### src/verilog/lpc_irq_pkg.sv
// Behaviour
// claim and complete IO and memory cycles
// answer 8-bit firmware, DMA cycles; request DMA
// all units reachable except board glue
// map, enable, polarity stage per interrupt source
// drive each number only in its slot
// never two sources on one number
// changed source level sent in its slot
// unchanged sources resend last level every frame
`default_nettype none
package lpc_irq_pkg;
   ////////////////////////////////////////////////////////////////////////////////
   // lpc field codes
   localparam logic [3:0]  START_MEM_IO = 4'h0;
   localparam logic [3:0]  START_FW_RD  = 4'hd;
   localparam logic [3:0]  START_FW_WR  = 4'he;
   localparam logic [3:0]  SYNC_READY   = 4'h0;
   localparam logic [3:0]  SYNC_LWAIT   = 4'h6;
   localparam logic [3:0]  LAD_IDLE     = 4'hf;
   localparam logic [3:0]  NIB_IO       = 4'h3;
   localparam logic [3:0]  NIB_MEM      = 4'h7;
   localparam logic [3:0]  NIB_ONE      = 4'h0;
   localparam logic [3:0]  NIB_TWO      = 4'h1;
   localparam logic [3:0]  NIB_RD       = 4'h2;
   ////////////////////////////////////////////////////////////////////////////////
   // decode windows
   localparam logic [15:0] IO_LO        = 16'h0200;
   localparam logic [15:0] IO_HI        = 16'h02ff;
   localparam logic [15:0] GLUE_IO_LO   = 16'h02f0;
   localparam logic [15:0] GLUE_IO_HI   = 16'h02ff;
   localparam logic [31:0] MEM_LO       = 32'hfe00_0000;
   localparam logic [31:0] MEM_HI       = 32'hfe00_ffff;
   localparam logic [31:0] GLUE_MEM_LO  = 32'hfe00_f000;
   localparam logic [31:0] GLUE_MEM_HI  = 32'hfe00_ffff;
   localparam logic [3:0]  FW_IDSEL     = 4'h0;
   localparam logic [2:0]  DMA_CH       = 3'h3;
   ////////////////////////////////////////////////////////////////////////////////
   // dma request and serirq framing
   localparam logic [2:0]  DRQ_BITS     = 3'h5;
   localparam int          NUM_SRC      = 4;
   localparam int          NUM_IRQ      = 16;
   localparam logic [4:0]  LAST_SLOT    = 5'h14;
   localparam logic [1:0]  LAST_PHASE   = 2'h2;
   localparam logic [3:0]  START_MIN    = 4'h4;
   ////////////////////////////////////////////////////////////////////////////////
   typedef enum logic [3:0] {
      LS_IDLE  = 4'h0, LS_CYC  = 4'h1, LS_ADDR = 4'h2, LS_SIZE  = 4'h3,
      LS_WDATA = 4'h4, LS_TAR  = 4'h5, LS_SYNC = 4'h6, LS_RDATA = 4'h7,
      LS_RTAR  = 4'h8, LS_SKIP = 4'h9
   } lpc_state_t;
   typedef enum logic [1:0] {
      AK_IO = 2'h0, AK_MEM = 2'h1, AK_DMA = 2'h2, AK_FW = 2'h3
   } acc_kind_t;
   typedef enum logic [1:0] {
      SQ_IDLE = 2'h0, SQ_SLOT = 2'h1, SQ_STOP = 2'h2
   } sq_state_t;
endpackage : lpc_irq_pkg
`default_nettype wire

### src/verilog/lpc_peripheral_irq_serializer.sv
`timescale 1ns/1ps
`default_nettype none
module lpc_peripheral_irq_serializer (
   input  wire logic                   mclk,
   input  wire logic                   arst_n,
   input  wire logic                   lframe_n,
   input  wire logic [3:0]             lad_in,
   output logic      [3:0]             lad_out,
   output logic                        lad_oe,
   output logic                        ldrq_n,
   input  wire logic                   serirq_in,
   output logic                        serirq_out,
   output logic                        serirq_oe,
   output logic                        acc_req,
   output logic                        acc_write,
   output lpc_irq_pkg::acc_kind_t      acc_kind,
   output logic      [31:0]            acc_addr,
   output logic      [7:0]             acc_wdata,
   input  wire logic                   acc_ack,
   input  wire logic [7:0]             acc_rdata,
   input  wire logic                   dma_req,
   input  wire logic [3:0]             internal_parallel_irq_lines,
   input  wire logic [15:0]            irq_map,
   input  wire logic [3:0]             irq_enable,
   input  wire logic [3:0]             irq_polarity
);
   import lpc_irq_pkg::*;

   lpc_state_t  state;
   acc_kind_t   kind;
   logic        is_write;
   logic [31:0] addr;
   logic [31:0] next_addr;
   logic [3:0]  nib;
   logic [7:0]  wdata;
   logic [7:0]  rdata;
   logic        claim_io;
   logic        claim_mem;
   logic        claim_size;
   logic        drq_sent;
   logic [2:0]  drq_cnt;
   logic [4:0]  drq_shift;
   sq_state_t   sq_state;
   logic [3:0]  low_run;
   logic [4:0]  slot;
   logic [1:0]  phase;
   logic [4:0]  next_slot;
   logic [1:0]  next_phase;
   logic [15:0] mapped;
   logic [15:0] owned;
   logic [3:0]  win;
   logic        dup;
   logic [15:0] cond;
   logic [15:0] own;
   logic [15:0] sent;
   logic        change;

   ////////////////////////////////////////////////////////////////////////////////
   // address decode, glue windows excluded
   always_comb begin
      next_addr = {addr[27:0], lad_in};
      claim_io  = (next_addr[15:0] >= IO_LO) && (next_addr[15:0] <= IO_HI) &&
                  !((next_addr[15:0] >= GLUE_IO_LO) && (next_addr[15:0] <= GLUE_IO_HI));
      claim_mem = (next_addr >= MEM_LO) && (next_addr <= MEM_HI) &&
                  !((next_addr >= GLUE_MEM_LO) && (next_addr <= GLUE_MEM_HI));
      if (kind == AK_DMA) begin
         claim_size = (addr[2:0] == DMA_CH) && (lad_in[1:0] == 2'h0);
      end else begin
         claim_size = (addr[31:28] == FW_IDSEL) && (lad_in == 4'h0);
      end
   end

   ////////////////////////////////////////////////////////////////////////////////
   // lpc cycle engine
   always_ff @(posedge mclk or negedge arst_n) begin
      if (!arst_n) begin
         state     <= LS_IDLE;
         kind      <= AK_IO;
         is_write  <= 1'b0;
         addr      <= 32'h0000_0000;
         nib       <= 4'h0;
         wdata     <= 8'h00;
         rdata     <= 8'h00;
         lad_out   <= LAD_IDLE;
         lad_oe    <= 1'b0;
         acc_req   <= 1'b0;
         acc_write <= 1'b0;
         acc_kind  <= AK_IO;
         acc_addr  <= 32'h0000_0000;
         acc_wdata <= 8'h00;
      end else begin
         acc_req <= 1'b0;
         if (!lframe_n) begin
            lad_oe <= 1'b0;
            addr   <= 32'h0000_0000;
            nib    <= NIB_MEM;
            if (lad_in == START_MEM_IO) begin
               state <= LS_CYC;
            end else if ((lad_in == START_FW_RD) || (lad_in == START_FW_WR)) begin
               state    <= LS_ADDR;
               kind     <= AK_FW;
               is_write <= (lad_in == START_FW_WR);
            end else begin
               state <= LS_SKIP;
            end
         end else begin
            case (state)
               LS_CYC: begin
                  is_write <= lad_in[1];
                  state    <= LS_ADDR;
                  case (lad_in[3:2])
                     2'b00: begin
                        kind <= AK_IO;
                        nib  <= NIB_IO;
                     end
                     2'b01: begin
                        kind <= AK_MEM;
                        nib  <= NIB_MEM;
                     end
                     2'b10: begin
                        kind     <= AK_DMA;
                        is_write <= ~lad_in[1];
                        nib      <= NIB_ONE;
                     end
                     default: state <= LS_SKIP;
                  endcase
               end
               LS_ADDR: begin
                  addr <= next_addr;
                  nib  <= nib - 4'h1;
                  if (nib == 4'h0) begin
                     nib <= NIB_TWO;
                     if ((kind == AK_DMA) || (kind == AK_FW)) begin
                        state <= LS_SIZE;
                     end else if ((kind == AK_IO) ? claim_io : claim_mem) begin
                        state <= is_write ? LS_WDATA : LS_TAR;
                     end else begin
                        state <= LS_SKIP;
                     end
                  end
               end
               LS_SIZE: begin
                  if (claim_size) begin
                     state <= is_write ? LS_WDATA : LS_TAR;
                  end else begin
                     state <= LS_SKIP;
                  end
               end
               LS_WDATA: begin
                  nib <= nib - 4'h1;
                  if (nib == NIB_TWO) begin
                     wdata[3:0] <= lad_in;
                  end else begin
                     wdata[7:4] <= lad_in;
                     nib        <= NIB_TWO;
                     state      <= LS_TAR;
                  end
               end
               LS_TAR: begin
                  nib <= nib - 4'h1;
                  if (nib == 4'h0) begin
                     state     <= LS_SYNC;
                     lad_oe    <= 1'b1;
                     lad_out   <= SYNC_LWAIT;
                     acc_req   <= 1'b1;
                     acc_write <= is_write;
                     acc_kind  <= kind;
                     acc_addr  <= addr;
                     acc_wdata <= wdata;
                  end
               end
               LS_SYNC: begin
                  if (acc_ack) begin
                     rdata   <= acc_rdata;
                     lad_out <= SYNC_READY;
                     nib     <= is_write ? 4'h0 : NIB_RD;
                     state   <= LS_RDATA;
                  end
               end
               LS_RDATA: begin
                  nib <= nib - 4'h1;
                  if (nib == NIB_RD) begin
                     lad_out <= rdata[3:0];
                  end else if (nib == NIB_TWO) begin
                     lad_out <= rdata[7:4];
                  end else begin
                     lad_out <= LAD_IDLE;
                     state   <= LS_RTAR;
                  end
               end
               LS_RTAR: begin
                  lad_oe <= 1'b0;
                  state  <= LS_IDLE;
               end
               default: state <= state;
            endcase
         end
      end
   end

   ////////////////////////////////////////////////////////////////////////////////
   // dma request encoder: start bit, channel msb first, request level
   always_ff @(posedge mclk or negedge arst_n) begin
      if (!arst_n) begin
         ldrq_n    <= 1'b1;
         drq_sent  <= 1'b0;
         drq_cnt   <= 3'h0;
         drq_shift <= 5'h1f;
      end else if (drq_cnt != 3'h0) begin
         ldrq_n    <= drq_shift[4];
         drq_shift <= {drq_shift[3:0], 1'b1};
         drq_cnt   <= drq_cnt - 3'h1;
      end else if (dma_req != drq_sent) begin
         ldrq_n    <= 1'b0;
         drq_sent  <= dma_req;
         drq_shift <= {DMA_CH, dma_req, 1'b1};
         drq_cnt   <= DRQ_BITS;
      end else begin
         ldrq_n <= 1'b1;
      end
   end

   ////////////////////////////////////////////////////////////////////////////////
   // mapping, enable and polarity; the first source to claim a number owns it
   always_comb begin
      mapped = 16'h0000;
      owned  = 16'h0000;
      win    = 4'h0;
      dup    = 1'b0;
      for (int s = 0; s < NUM_SRC; s++) begin
         if (irq_enable[s] && !owned[irq_map[4*s +: 4]]) begin
            owned[irq_map[4*s +: 4]]  = 1'b1;
            mapped[irq_map[4*s +: 4]] = internal_parallel_irq_lines[s] ^ irq_polarity[s];
            win[s]                    = 1'b1;
         end
      end
      for (int i = 0; i < NUM_SRC; i++) begin
         for (int j = i + 1; j < NUM_SRC; j++) begin
            if (win[i] && win[j] && (irq_map[4*i +: 4] == irq_map[4*j +: 4])) begin
               dup = 1'b1;
            end
         end
      end
   end

   always_ff @(posedge mclk or negedge arst_n) begin
      if (!arst_n) begin
         cond <= 16'h0000;
         own  <= 16'h0000;
      end else begin
         cond <= mapped;
         own  <= owned;
      end
   end

   assign change     = |((cond ^ sent) & own);
   assign next_phase = (phase == LAST_PHASE) ? 2'h0 : phase + 2'h1;
   assign next_slot  = (phase == LAST_PHASE) ? slot + 5'h1 : slot;

   ////////////////////////////////////////////////////////////////////////////////
   // serirq frame tracking and slot driver
   always_ff @(posedge mclk or negedge arst_n) begin
      if (!arst_n) begin
         sq_state   <= SQ_IDLE;
         low_run    <= 4'h0;
         slot       <= 5'h00;
         phase      <= 2'h0;
         sent       <= 16'h0000;
         serirq_out <= 1'b1;
         serirq_oe  <= 1'b0;
      end else begin
         case (sq_state)
            SQ_IDLE: begin
               serirq_oe  <= 1'b0;
               serirq_out <= 1'b0;
               if (!serirq_in) begin
                  low_run <= (low_run == 4'hf) ? low_run : low_run + 4'h1;
               end else if (low_run >= START_MIN) begin
                  sq_state  <= SQ_SLOT;
                  low_run   <= 4'h0;
                  slot      <= 5'h00;
                  phase     <= 2'h0;
                  serirq_oe <= own[0] & ~cond[0];
                  sent[0]   <= cond[0];
               end else begin
                  low_run   <= 4'h0;
                  serirq_oe <= change & ~serirq_oe;
               end
            end
            SQ_SLOT: begin
               phase <= next_phase;
               slot  <= next_slot;
               if ((slot == LAST_SLOT) && (phase == LAST_PHASE)) begin
                  sq_state  <= SQ_STOP;
                  serirq_oe <= 1'b0;
               end else begin
                  case (next_phase)
                     2'h0: begin
                        serirq_out <= 1'b0;
                        serirq_oe  <= 1'b0;
                        if (next_slot < 5'h10) begin
                           serirq_oe <= own[next_slot[3:0]] & ~cond[next_slot[3:0]];
                           sent[next_slot[3:0]] <= cond[next_slot[3:0]];
                        end
                     end
                     2'h1: serirq_out <= 1'b1;
                     default: serirq_oe <= 1'b0;
                  endcase
               end
            end
            SQ_STOP: begin
               if (!serirq_in) begin
                  low_run <= 4'h1;
               end else if (low_run != 4'h0) begin
                  low_run  <= 4'h0;
                  sq_state <= SQ_IDLE;
               end
            end
            default: sq_state <= SQ_IDLE;
         endcase
      end
   end
endmodule : lpc_peripheral_irq_serializer
`default_nettype wire

### config.mk
export PLATFORM = sky130hd
export DESIGN_NAME = lpc_peripheral_irq_serializer
export DESIGN_NICKNAME = d
export VERILOG_FILES = /design/src/verilog/lpc_irq_pkg.sv /design/src/verilog/lpc_peripheral_irq_serializer.sv
export SDC_FILE = /design/constraint.sdc
export NUM_CORES = 1
export LEC_CHECK = 0
export BUFFER_PORTS_ARGS = -buffer_cell sky130_fd_sc_hd__buf_4
export CORE_MARGIN = 2
export CORE_UTILIZATION = 64
export CTS_CLUSTER_DIAMETER = 150
export DETAILED_ROUTE_END_ITERATION = 8
export MAX_ROUTING_LAYER = met4
export PLACE_DENSITY = 0.85
export SYNTH_ARGS = -nofsm -noshare
export SYNTH_HDL_FRONTEND = slang
export SYNTH_SLANG_ARGS = --single-unit
### constraint.sdc
create_clock -name mclk -period 7.37 [get_ports mclk]
set_clock_uncertainty 0.2 [all_clocks]
set_input_delay 1.1055 -clock mclk [delete_from_list [all_inputs] [get_ports mclk]]
set_output_delay 1.1055 -clock mclk [all_outputs]
set_load 0.05 [all_outputs]
==> results of run 1 <==
==> flip-flops by register name, summed over array words and instances, names as in the netlist, 2 cells and up <==
register,flops
cond,16
drq_shift,4
addr,32
acc_kind,2
acc_addr,32
sent,16
acc_wdata,8
drq_cnt,3
slot,5
state,4
low_run,4
own,16
lad_out,4
wdata,8
sq_state,2
phase,2
rdata,8
nib,4
kind,2
==> worst reg2reg max path, cell delays in order, from the launching register on <==
cell	delay [ps]
dfrtp_1	700
nor2b_1	560
nand2_1	250
nor3b_2	580
buf_4	540
mux2_2	440
==> layer usage <==
layer	wire, um	up-vias
li1	-	3782
met1	11000	4012
met2	12100	355
met3	1520	33
met4	355	0
met5	0	-
==> worst max path at each step <==
stage	depth (start not counted)	to	from	slack (ps)
detailed placement	8	own[8]$_DFF_PN0_	irq_map[2]	3650
finish	5	acc_addr[28]$_DFFE_PN0P_	state[2]$_DFFE_PN0P_	4000
global placement	8	own[8]$_DFF_PN0_	irq_map[2]	3690
CTS	5	acc_addr[2]$_DFFE_PN0P_	state[2]$_DFFE_PN0P_	4040
global route	5	acc_addr[19]$_DFFE_PN0P_	state[2]$_DFFE_PN0P_	3790
floorplan	8	own[8]$_DFF_PN0_	irq_map[0]	4110
==> logic make-up (layout without fill, tap and decap cells) <==
family / Yosys count / after routing / share of synthesized area
simple gates: 345 / 345 / 0.172
fa+ha+maj: 13 / 13 / 0.0163
xor+xnor: 36 / 36 / 0.0358
mux: 89 / 89 / 0.107
buf+inv: 82 / 159 / 0.0338
compound gates: 254 / 254 / 0.182
flops: 180 / 180 / 0.453
==> final cells by class <==
cell class                      count  share of cell area
Multi-Input combinational cell    737               0.452
Sequential cell                   180               0.399
Timing Repair Buffer              100              0.0666
Clock buffer                       19              0.0400
Tap cell                          188              0.0208
Clock inverter                     13              0.0126
Inverter                           27             0.00895
==> power breakdown <==
group          total (uW)  switching [uW]  internal (uW)
Clock                 904             409            495
Sequential           1250             157           1100
Combinational         818             505            313
==> Yosys cell counts (9+ instances only) <==
cell type,instances
dfrtp_1,170
inv_1,27
a21oi_1,35
dfstp_2,10
xor2_1,26
and2_1,11
buf_2,11
nand2b_1,15
o221ai_1,19
mux2i_1,14
mux2_4,10
nor3_1,12
clkbuf_1,40
nor2b_1,20
o21ai_0,51
nand4_1,9
nand3_1,33
a22oi_1,21
mux2_2,54
nor2_1,73
ha_1,13
nand2_1,118
and3_1,9
a21boi_0,35
a31oi_1,9
==> per-stage QoR <==
step                      area [um^2]  utilization  hold WS [ps]  total power [uW]
after floorplan                  9970            -           244              1860
after global placement          10700        0.706           257              2040
after detailed placement        10700        0.706           255              2060
after CTS                       11300        0.745           272              2970
after global routing            11300        0.745           297              3130
final                           11300        0.745           271              2980
==> impl_metrics.json, run 1 <==
{
  "die_y_um": 129,
  "yosys_warnings": 0,
  "synth_nets": 1058,
  "wl_um": 25000,
  "fin_ws_ps": 4000,
  "crit_fanout": 38,
  "async_reset_ff_frac": 1.00,
  "worstPathRequired_ps": 7490,
  "numCtsBuffers": 17,
  "final_nets": 1122,
  "layout_min_cycle_time_ps": 3370,
  "fp.coreArea_um2": 15200,
  "path_cells": "nor2b_1 -> nand2_1 -> nor3b_2 -> buf_4 -> mux2_2",
  "drive_gt1_frac": 0.219,
  "diodes": 0,
  "setup_violations": 0,
  "worstReg2RegEnd": "acc_addr[28]$_DFFE_PN0P_",
  "r2r_cells": 5,
  "end_kind": "flip-flop",
  "die-area_um2": 16600,
  "antenna_found_initial": 0,
  "vias_per_cell": 6.47,
  "grt_overflow_total": 0,
  "drtPass1Iterations": 5,
  "vias": 8182,
  "grt_use_total": 0.319,
  "crit_type": "reg -> reg",
  "cts.reportedPaths.clkPinSlew_ps": 70,
  "multiInputGateArea_um2": 5120,
  "dp_slack_ps": 3650,
  "cp_slowest_cell": "dfrtp_1",
  "ir_worst_vdd_mv": 0.174,
  "tns_ps": 0,
  "critPathArrivalTime_ps": 3490,
  "drtIter0Drc": 870,
  "cts_max_path_buffers": 2,
  "finalCritPeriodShare": 0.457,
  "layout_common_cells": "dfrtp_1, nand2_1, buf_4",
  "cts_max_level": 4,
  "clock_latency_ps": 440,
  "syn_to_final_growth_pct": 13.6,
  "holdPathEnd": "lad_out[0]$_DFFE_PN1P_",
  "worst_pin_slew_ps": 1100,
  "holdPathStages": 2,
  "min_from": "lad_out[0]$_DFFE_PN1P_",
  "fill_cells": 1059,
  "grt_use_met3": 0.0511,
  "netlist_area_um2": 9970,
  "grt_pass1_wl_um": 40500,
  "slew_headroom": 0.263,
  "grt_max_degree": 97,
  "timing.rr.start": "state[2]$_DFFE_PN0P_",
  "start_util": 0.656,
  "clkSinkCount": 180,
  "power_density_nw_per_um2": 263,
  "leakagePower_uw": 0.00514,
  "cp-start-kind": "flip-flop",
  "synth.top_cell.area_share": 0.427,
  "hpwlAfterDp_um": 17600,
  "grt_busiest_layer": "met2",
  "synthTopCellsByArea": "dfrtp_1, mux2_2, nand2_1",
  "ioPinCount": 98,
  "instances_no_fill": 1264,
  "hp-class": "reg -> reg",
  "synthCells": 999,
  "ctsResizeCount": 0,
  "max_cap_viol_count": 0,
  "seq_area_um2": 4520,
  "yosysUniqueCellTypes": 80,
  "status": "finished, final reports clean",
  "std_cell_rows": 45,
  "gp_congestion": 1.01,
  "clockRootBuffer": "clkbuf_16",
  "synth_seq_area_share": 0.453,
  "layout_commonest_cell": "dfrtp_1",
  "critPathBufInv": 1,
  "cp_top_family": "simple AND/OR/NAND/NOR gates",
  "yosysTopAreaCell": "dfrtp_1",
  "rsz0062_at_grt": "no",
  "tritoncts": "done",
  "grt_pass1_vias": 7774,
  "io_buffers": 97,
  "post_cts_buffers": 0,
  "grtUsageMet2": 0.497,
  "die_w_um": 129,
  "synth_seq_cells": 180,
  "cpPeakStageDelay_ps": 700,
  "max_freq_ghz": 0.297,
  "hold_buffers": 0,
  "synth_edf_count": 0,
  "finalMaxSlewViolations": 0,
  "hold_violations": 0,
  "synth_area_per_cell_um2": 9.98,
  "r2r_setup_slack_ps": 4000,
  "synth-main-ff-cell": "dfrtp_1",
  "drtAntennaViolNets": 0,
  "placed_cells": 1232,
  "wl_per_cell_um": 19.8,
  "grt.met1_usage": 0.436,
  "drc": 0
}
No activity file was read; power rests on OpenSTA's default activity.
==> run 2: changes to the inputs <==
CORE_UTILIZATION = 60   (was 64)
PLACE_DENSITY = 0.81   (was 0.85)
clock period = 3.15 ns   (was 7.37 ns; I/O delays follow)
==> impl_metrics.json, run 2 (same netlist as run 1, synthesis figures left out) <==
{
  "leakagePower_uw": 0.00532,
  "holdWs_ps": 63.7,
  "end_kind": "flip-flop",
  "gp_congestion": 0.986,
  "vias": 8334,
  "die-area_um2": 17700,
  "layout_min_cycle_time_ps": 2880,
  "critPathArrivalTime_ps": 3000,
  "clkSinkCount": 180,
  "hp-class": "in -> reg",
  "post_cts_buffers": 0,
  "min_from": "acc_rdata[2]",
  "wl_per_cell_um": 19.2,
  "hold_violations": 0,
  "std_cell_rows": 47,
  "placed_area_um2": 11000,
  "tns_ps": 0,
  "layout_commonest_cell": "dfrtp_1",
  "worstReg2RegEnd": "sent[0]$_DFFE_PN0P_",
  "max_cap_viol_count": 0,
  "drive_gt1_frac": 0.239,
  "multiInputGateArea_um2": 5120,
  "drtPass1Iterations": 8,
  "vias_per_cell": 6.29,
  "tritoncts": "done",
  "grt_pass1_wl_um": 41900,
  "hpwlAfterDp_um": 18400,
  "r2r_setup_slack_ps": 270,
  "r2r_cells": 7,
  "grt_pass1_vias": 8155,
  "ctsResizeCount": 0,
  "seq_area_um2": 4520,
  "crit_type": "reg -> reg",
  "wl_met2_um": 12100,
  "fp.coreArea_um2": 16400,
  "final_nets": 1151,
  "finalMaxSlewViolations": 0,
  "clockRootBuffer": "clkbuf_16",
  "top_regs": "acc_addr x32, addr x32",
  "cp-start-kind": "flip-flop",
  "holdPathStages": 2,
  "holdPathEnd": "rdata[2]$_DFFE_PN0P_",
  "grt_max_degree": 58,
  "total_power_uw": 7170,
  "ioPinCount": 98,
  "fill_cells": 1193,
  "timing.rr.start": "phase[1]$_DFFE_PN0P_",
  "worstPathRequired_ps": 3270,
  "drc": 0,
  "drtAntennaViolNets": 0,
  "io_buffers": 97,
  "wl_met3_um": 1440,
  "cts_max_path_buffers": 2,
  "grt_use_total": 0.307,
  "die_w_um": 133,
  "power_density_nw_per_um2": 615,
  "crit_fanout": 16,
  "layout_common_cells": "dfrtp_1, buf_4, nand2_1",
  "max_freq_ghz": 0.347,
  "die_y_um": 133,
  "wl_met1_um": 11100,
  "cts_max_level": 4,
  "ir_worst_vdd_mv": 0.460,
  "slew_headroom": 0.527,
  "rsz0062_at_grt": "no",
  "hold_buffers": 1,
  "diodes": 0,
  "cts.reportedPaths.clkPinSlew_ps": 80,
  "top_layer": "met4",
  "numCtsBuffers": 17,
  "grt_overflow_total": 0,
  "syn_to_final_growth_pct": 16.9,
  "clock_latency_ps": 430,
  "status": "finished, final reports clean",
  "antenna_found_initial": 0,
  "worst_pin_slew_ps": 707,
  "finalCritPeriodShare": 0.915,
  "wl_um": 25400,
  "setup_violations": 0,
  "start_util": 0.607,
  "drtIter0Drc": 1079,
  "stdcell_area_um2": 11700
}
[run 2: cell type report]
type                    count  share of cell area
repair buffers            129              0.0868
well taps                 220              0.0236
clock inverters            15              0.0172
multi-input cells         737               0.440
clock buffers              17              0.0365
inverters                  27             0.00870
flip-flops and latches    180               0.388
[run 2: per-stage QoR]
step	setup WS (ps)	util	instances
detailed placement	260	0.672	1292
finish	268	0.710	1325
CTS	277	0.710	1325
global placement	330	0.672	1292
floorplan	30.1	-	999
global route	112	0.710	1325
[run 2: worst max-delay path by stage]
stage	startpoint	depth (start not counted)	endpoint	slack, ps
floorplan	slot[0]$_DFFE_PN0P_	12	sent[10]$_DFFE_PN0P_	30
global placement	irq_map[0]	8	own[8]$_DFF_PN0_	330
detailed placement	irq_map[0]	8	own[8]$_DFF_PN0_	260
CTS	phase[1]$_DFFE_PN0P_	7	sent[0]$_DFFE_PN0P_	280
global route	phase[1]$_DFFE_PN0P_	7	sent[0]$_DFFE_PN0P_	110
finish	phase[1]$_DFFE_PN0P_	7	sent[0]$_DFFE_PN0P_	270
[run 2: worst max-delay path, stage by stage, from the launching register on]
cell and delay [ps]:
dfrtp_1 440, nor2b_4 360, nand2_2 140, xor2_4 460
nand2_1 130, or4_1 510, a21oi_1 190, mux2_1 330
[run 2: per-layer routing]
layer / track usage / up-vias
li1: - / 3829
met1: 0.408 / 4095
met2: 0.469 / 335
met3: 0.0598 / 75
met4: 0.118 / 0
met5: - / -
[run 2: power by group]
part / internal (uW) / total, uW / leakage [uW] / switching [uW]
registers: 2560 / 2890 / 0.00242 / 329
clock network: 1160 / 2200 / 0.000305 / 1040
logic: 829 / 2070 / 0.00259 / 1240
total: 4550 / 7170 / 0.00532 / 2610
==> run 3: changes to the inputs <==
CELL_PAD_IN_SITES_DETAIL_PLACEMENT = 0   (was default)
CELL_PAD_IN_SITES_GLOBAL_PLACEMENT = 2   (was default)
CORE_UTILIZATION = 38   (was 60)
PLACE_DENSITY = default   (was 0.81)
PLACE_DENSITY_LB_ADDON = 0.1   (was default)
==> impl_metrics.json, run 3 (same netlist as run 1, synthesis figures left out) <==
{
  "status": "finished, final reports clean",
  "critPathArrivalTime_ps": 3110,
  "drtAntennaViolNets": 0,
  "end_kind": "flip-flop",
  "leakagePower_uw": 0.00532,
  "numCtsBuffers": 17,
  "cts.reportedPaths.clkPinSlew_ps": 80,
  "cts_max_path_buffers": 2,
  "max_cap_viol_count": 0,
  "clkSinkCount": 180,
  "layout_commonest_cell": "dfrtp_1",
  "slew_headroom": 0.571,
  "finalCritPeriodShare": 0.950,
  "ioPinCount": 98,
  "die_y_um": 166,
  "final_nets": 1153,
  "drtIter0Drc": 716,
  "wl_per_cell_um": 18.9,
  "grt_overflow_total": 0,
  "gp_congestion": 0.856,
  "fin_ws_ps": 158,
  "clock_latency_ps": 440,
  "rsz0062_at_grt": "no",
  "die_w_um": 166,
  "std_cell_rows": 59,
  "drive_gt1_frac": 0.241,
  "hp-class": "in -> reg",
  "tns_ps": 0,
  "worstPathRequired_ps": 3270,
  "utilization": 0.456,
  "fp.coreArea_um2": 25900,
  "dp_slack_ps": 117,
  "finalMaxSlewViolations": 0,
  "grt_max_degree": 68,
  "drc": 0,
  "io_buffers": 97,
  "syn_to_final_growth_pct": 18.5,
  "layout_common_cells": "dfrtp_1, buf_4, nand2_1",
  "cp-start-kind": "flip-flop",
  "holdPathStages": 2,
  "grt_pass1_vias": 7937,
  "tritoncts": "done",
  "seq_area_um2": 4520,
  "start_util": 0.385,
  "crit_type": "reg -> reg",
  "hpwlAfterDp_um": 19900,
  "grt_pass1_wl_um": 44500,
  "layout_min_cycle_time_ps": 2990,
  "top_regs": "acc_addr x32, addr x32",
  "hold_violations": 0,
  "fill_cells": 2502,
  "grt_use_total": 0.207,
  "die-area_um2": 27500,
  "power_density_nw_per_um2": 610,
  "clockRootBuffer": "clkbuf_16",
  "max_freq_ghz": 0.334,
  "multiInputGateArea_um2": 5120,
  "ir_worst_vdd_mv": 0.314,
  "drtPass1Iterations": 6,
  "r2r_cells": 9,
  "worst_pin_slew_ps": 638,
  "diodes": 0,
  "crit_fanout": 12,
  "wl_um": 27300,
  "vias": 8047,
  "cts_max_level": 4,
  "vias_per_cell": 5.58,
  "antenna_found_initial": 0,
  "setup_violations": 0
}
-- run 3: through the flow --
step | power, uW | area, um^2 | instances | hold WS [ps]
floorplan | 4350 | 9970 | 999 | -23.1
global placement | 5010 | 11200 | 1409 | 255
detailed placement | 5000 | 11200 | 1409 | 267
CTS | 7280 | 11800 | 1442 | 54.3
global route | 7670 | 11800 | 1442 | 52.4
finish | 7210 | 11800 | 1442 | 67.7
-- run 3: final cells by class --
class | count | area share
Clock buffer | 17 | 0.0360
Clock inverter | 15 | 0.0178
Inverter | 27 | 0.00858
Multi-Input combinational cell | 737 | 0.434
Sequential cell | 180 | 0.382
Tap cell | 335 | 0.0355
Timing Repair Buffer | 131 | 0.0861
-- run 3: path summary, 6_finish.rpt --
path | slack (ps) | startpoint | to
min in group asynchronous | 350 | arst_n | nib[3]$_DFFE_PN0P_
min | 70 | acc_rdata[3] | rdata[3]$_DFFE_PN0P_
min reg2reg | 280 | lad_out[0]$_DFFE_PN1P_ | lad_out[0]$_DFFE_PN1P_
max in group asynchronous | 1560 | arst_n | drq_shift[4]$_DFFE_PN1P_
max reg2reg | 160 | slot[0]$_DFFE_PN0P_ | serirq_oe$_DFFE_PN0P_
max | 160 | slot[0]$_DFFE_PN0P_ | serirq_oe$_DFFE_PN0P_
-- run 3: what timing repair did --
action | CTS | global route
buffers inserted | 0 | 0
setup endpoints to repair | 0 | 6
hold endpoints to repair | 52 | 0
hold buffers | 1 | 0
resized for setup | 0 | 1
-- run 3: critical path, stage by stage (launching register included) --
cell and delay (ps):
dfrtp_1 480, inv_1 70, ha_1 350, nand3b_1 120
o21a_1 310, mux4_2 350, nor2b_4 150, a211oi_4 320
a21oi_2 180, o311ai_1 360
-- run 3: power by group --
| group | internal (uW) | total (uW) | switching, uW |
|---|---|---|---|
| Sequential | 2570 | 2880 | 316 |
| Combinational | 814 | 2080 | 1260 |
| Clock | 1120 | 2250 | 1140 |
-- run 3: layer usage --
layer | vias to the layer above | wire, um | global-route usage
li1 | 3823 | - | -
met1 | 3964 | 12600 | 0.276
met2 | 215 | 12900 | 0.325
met3 | 45 | 1290 | 0.0357
met4 | 0 | 583 | 0.0586
met5 | - | 0 | -
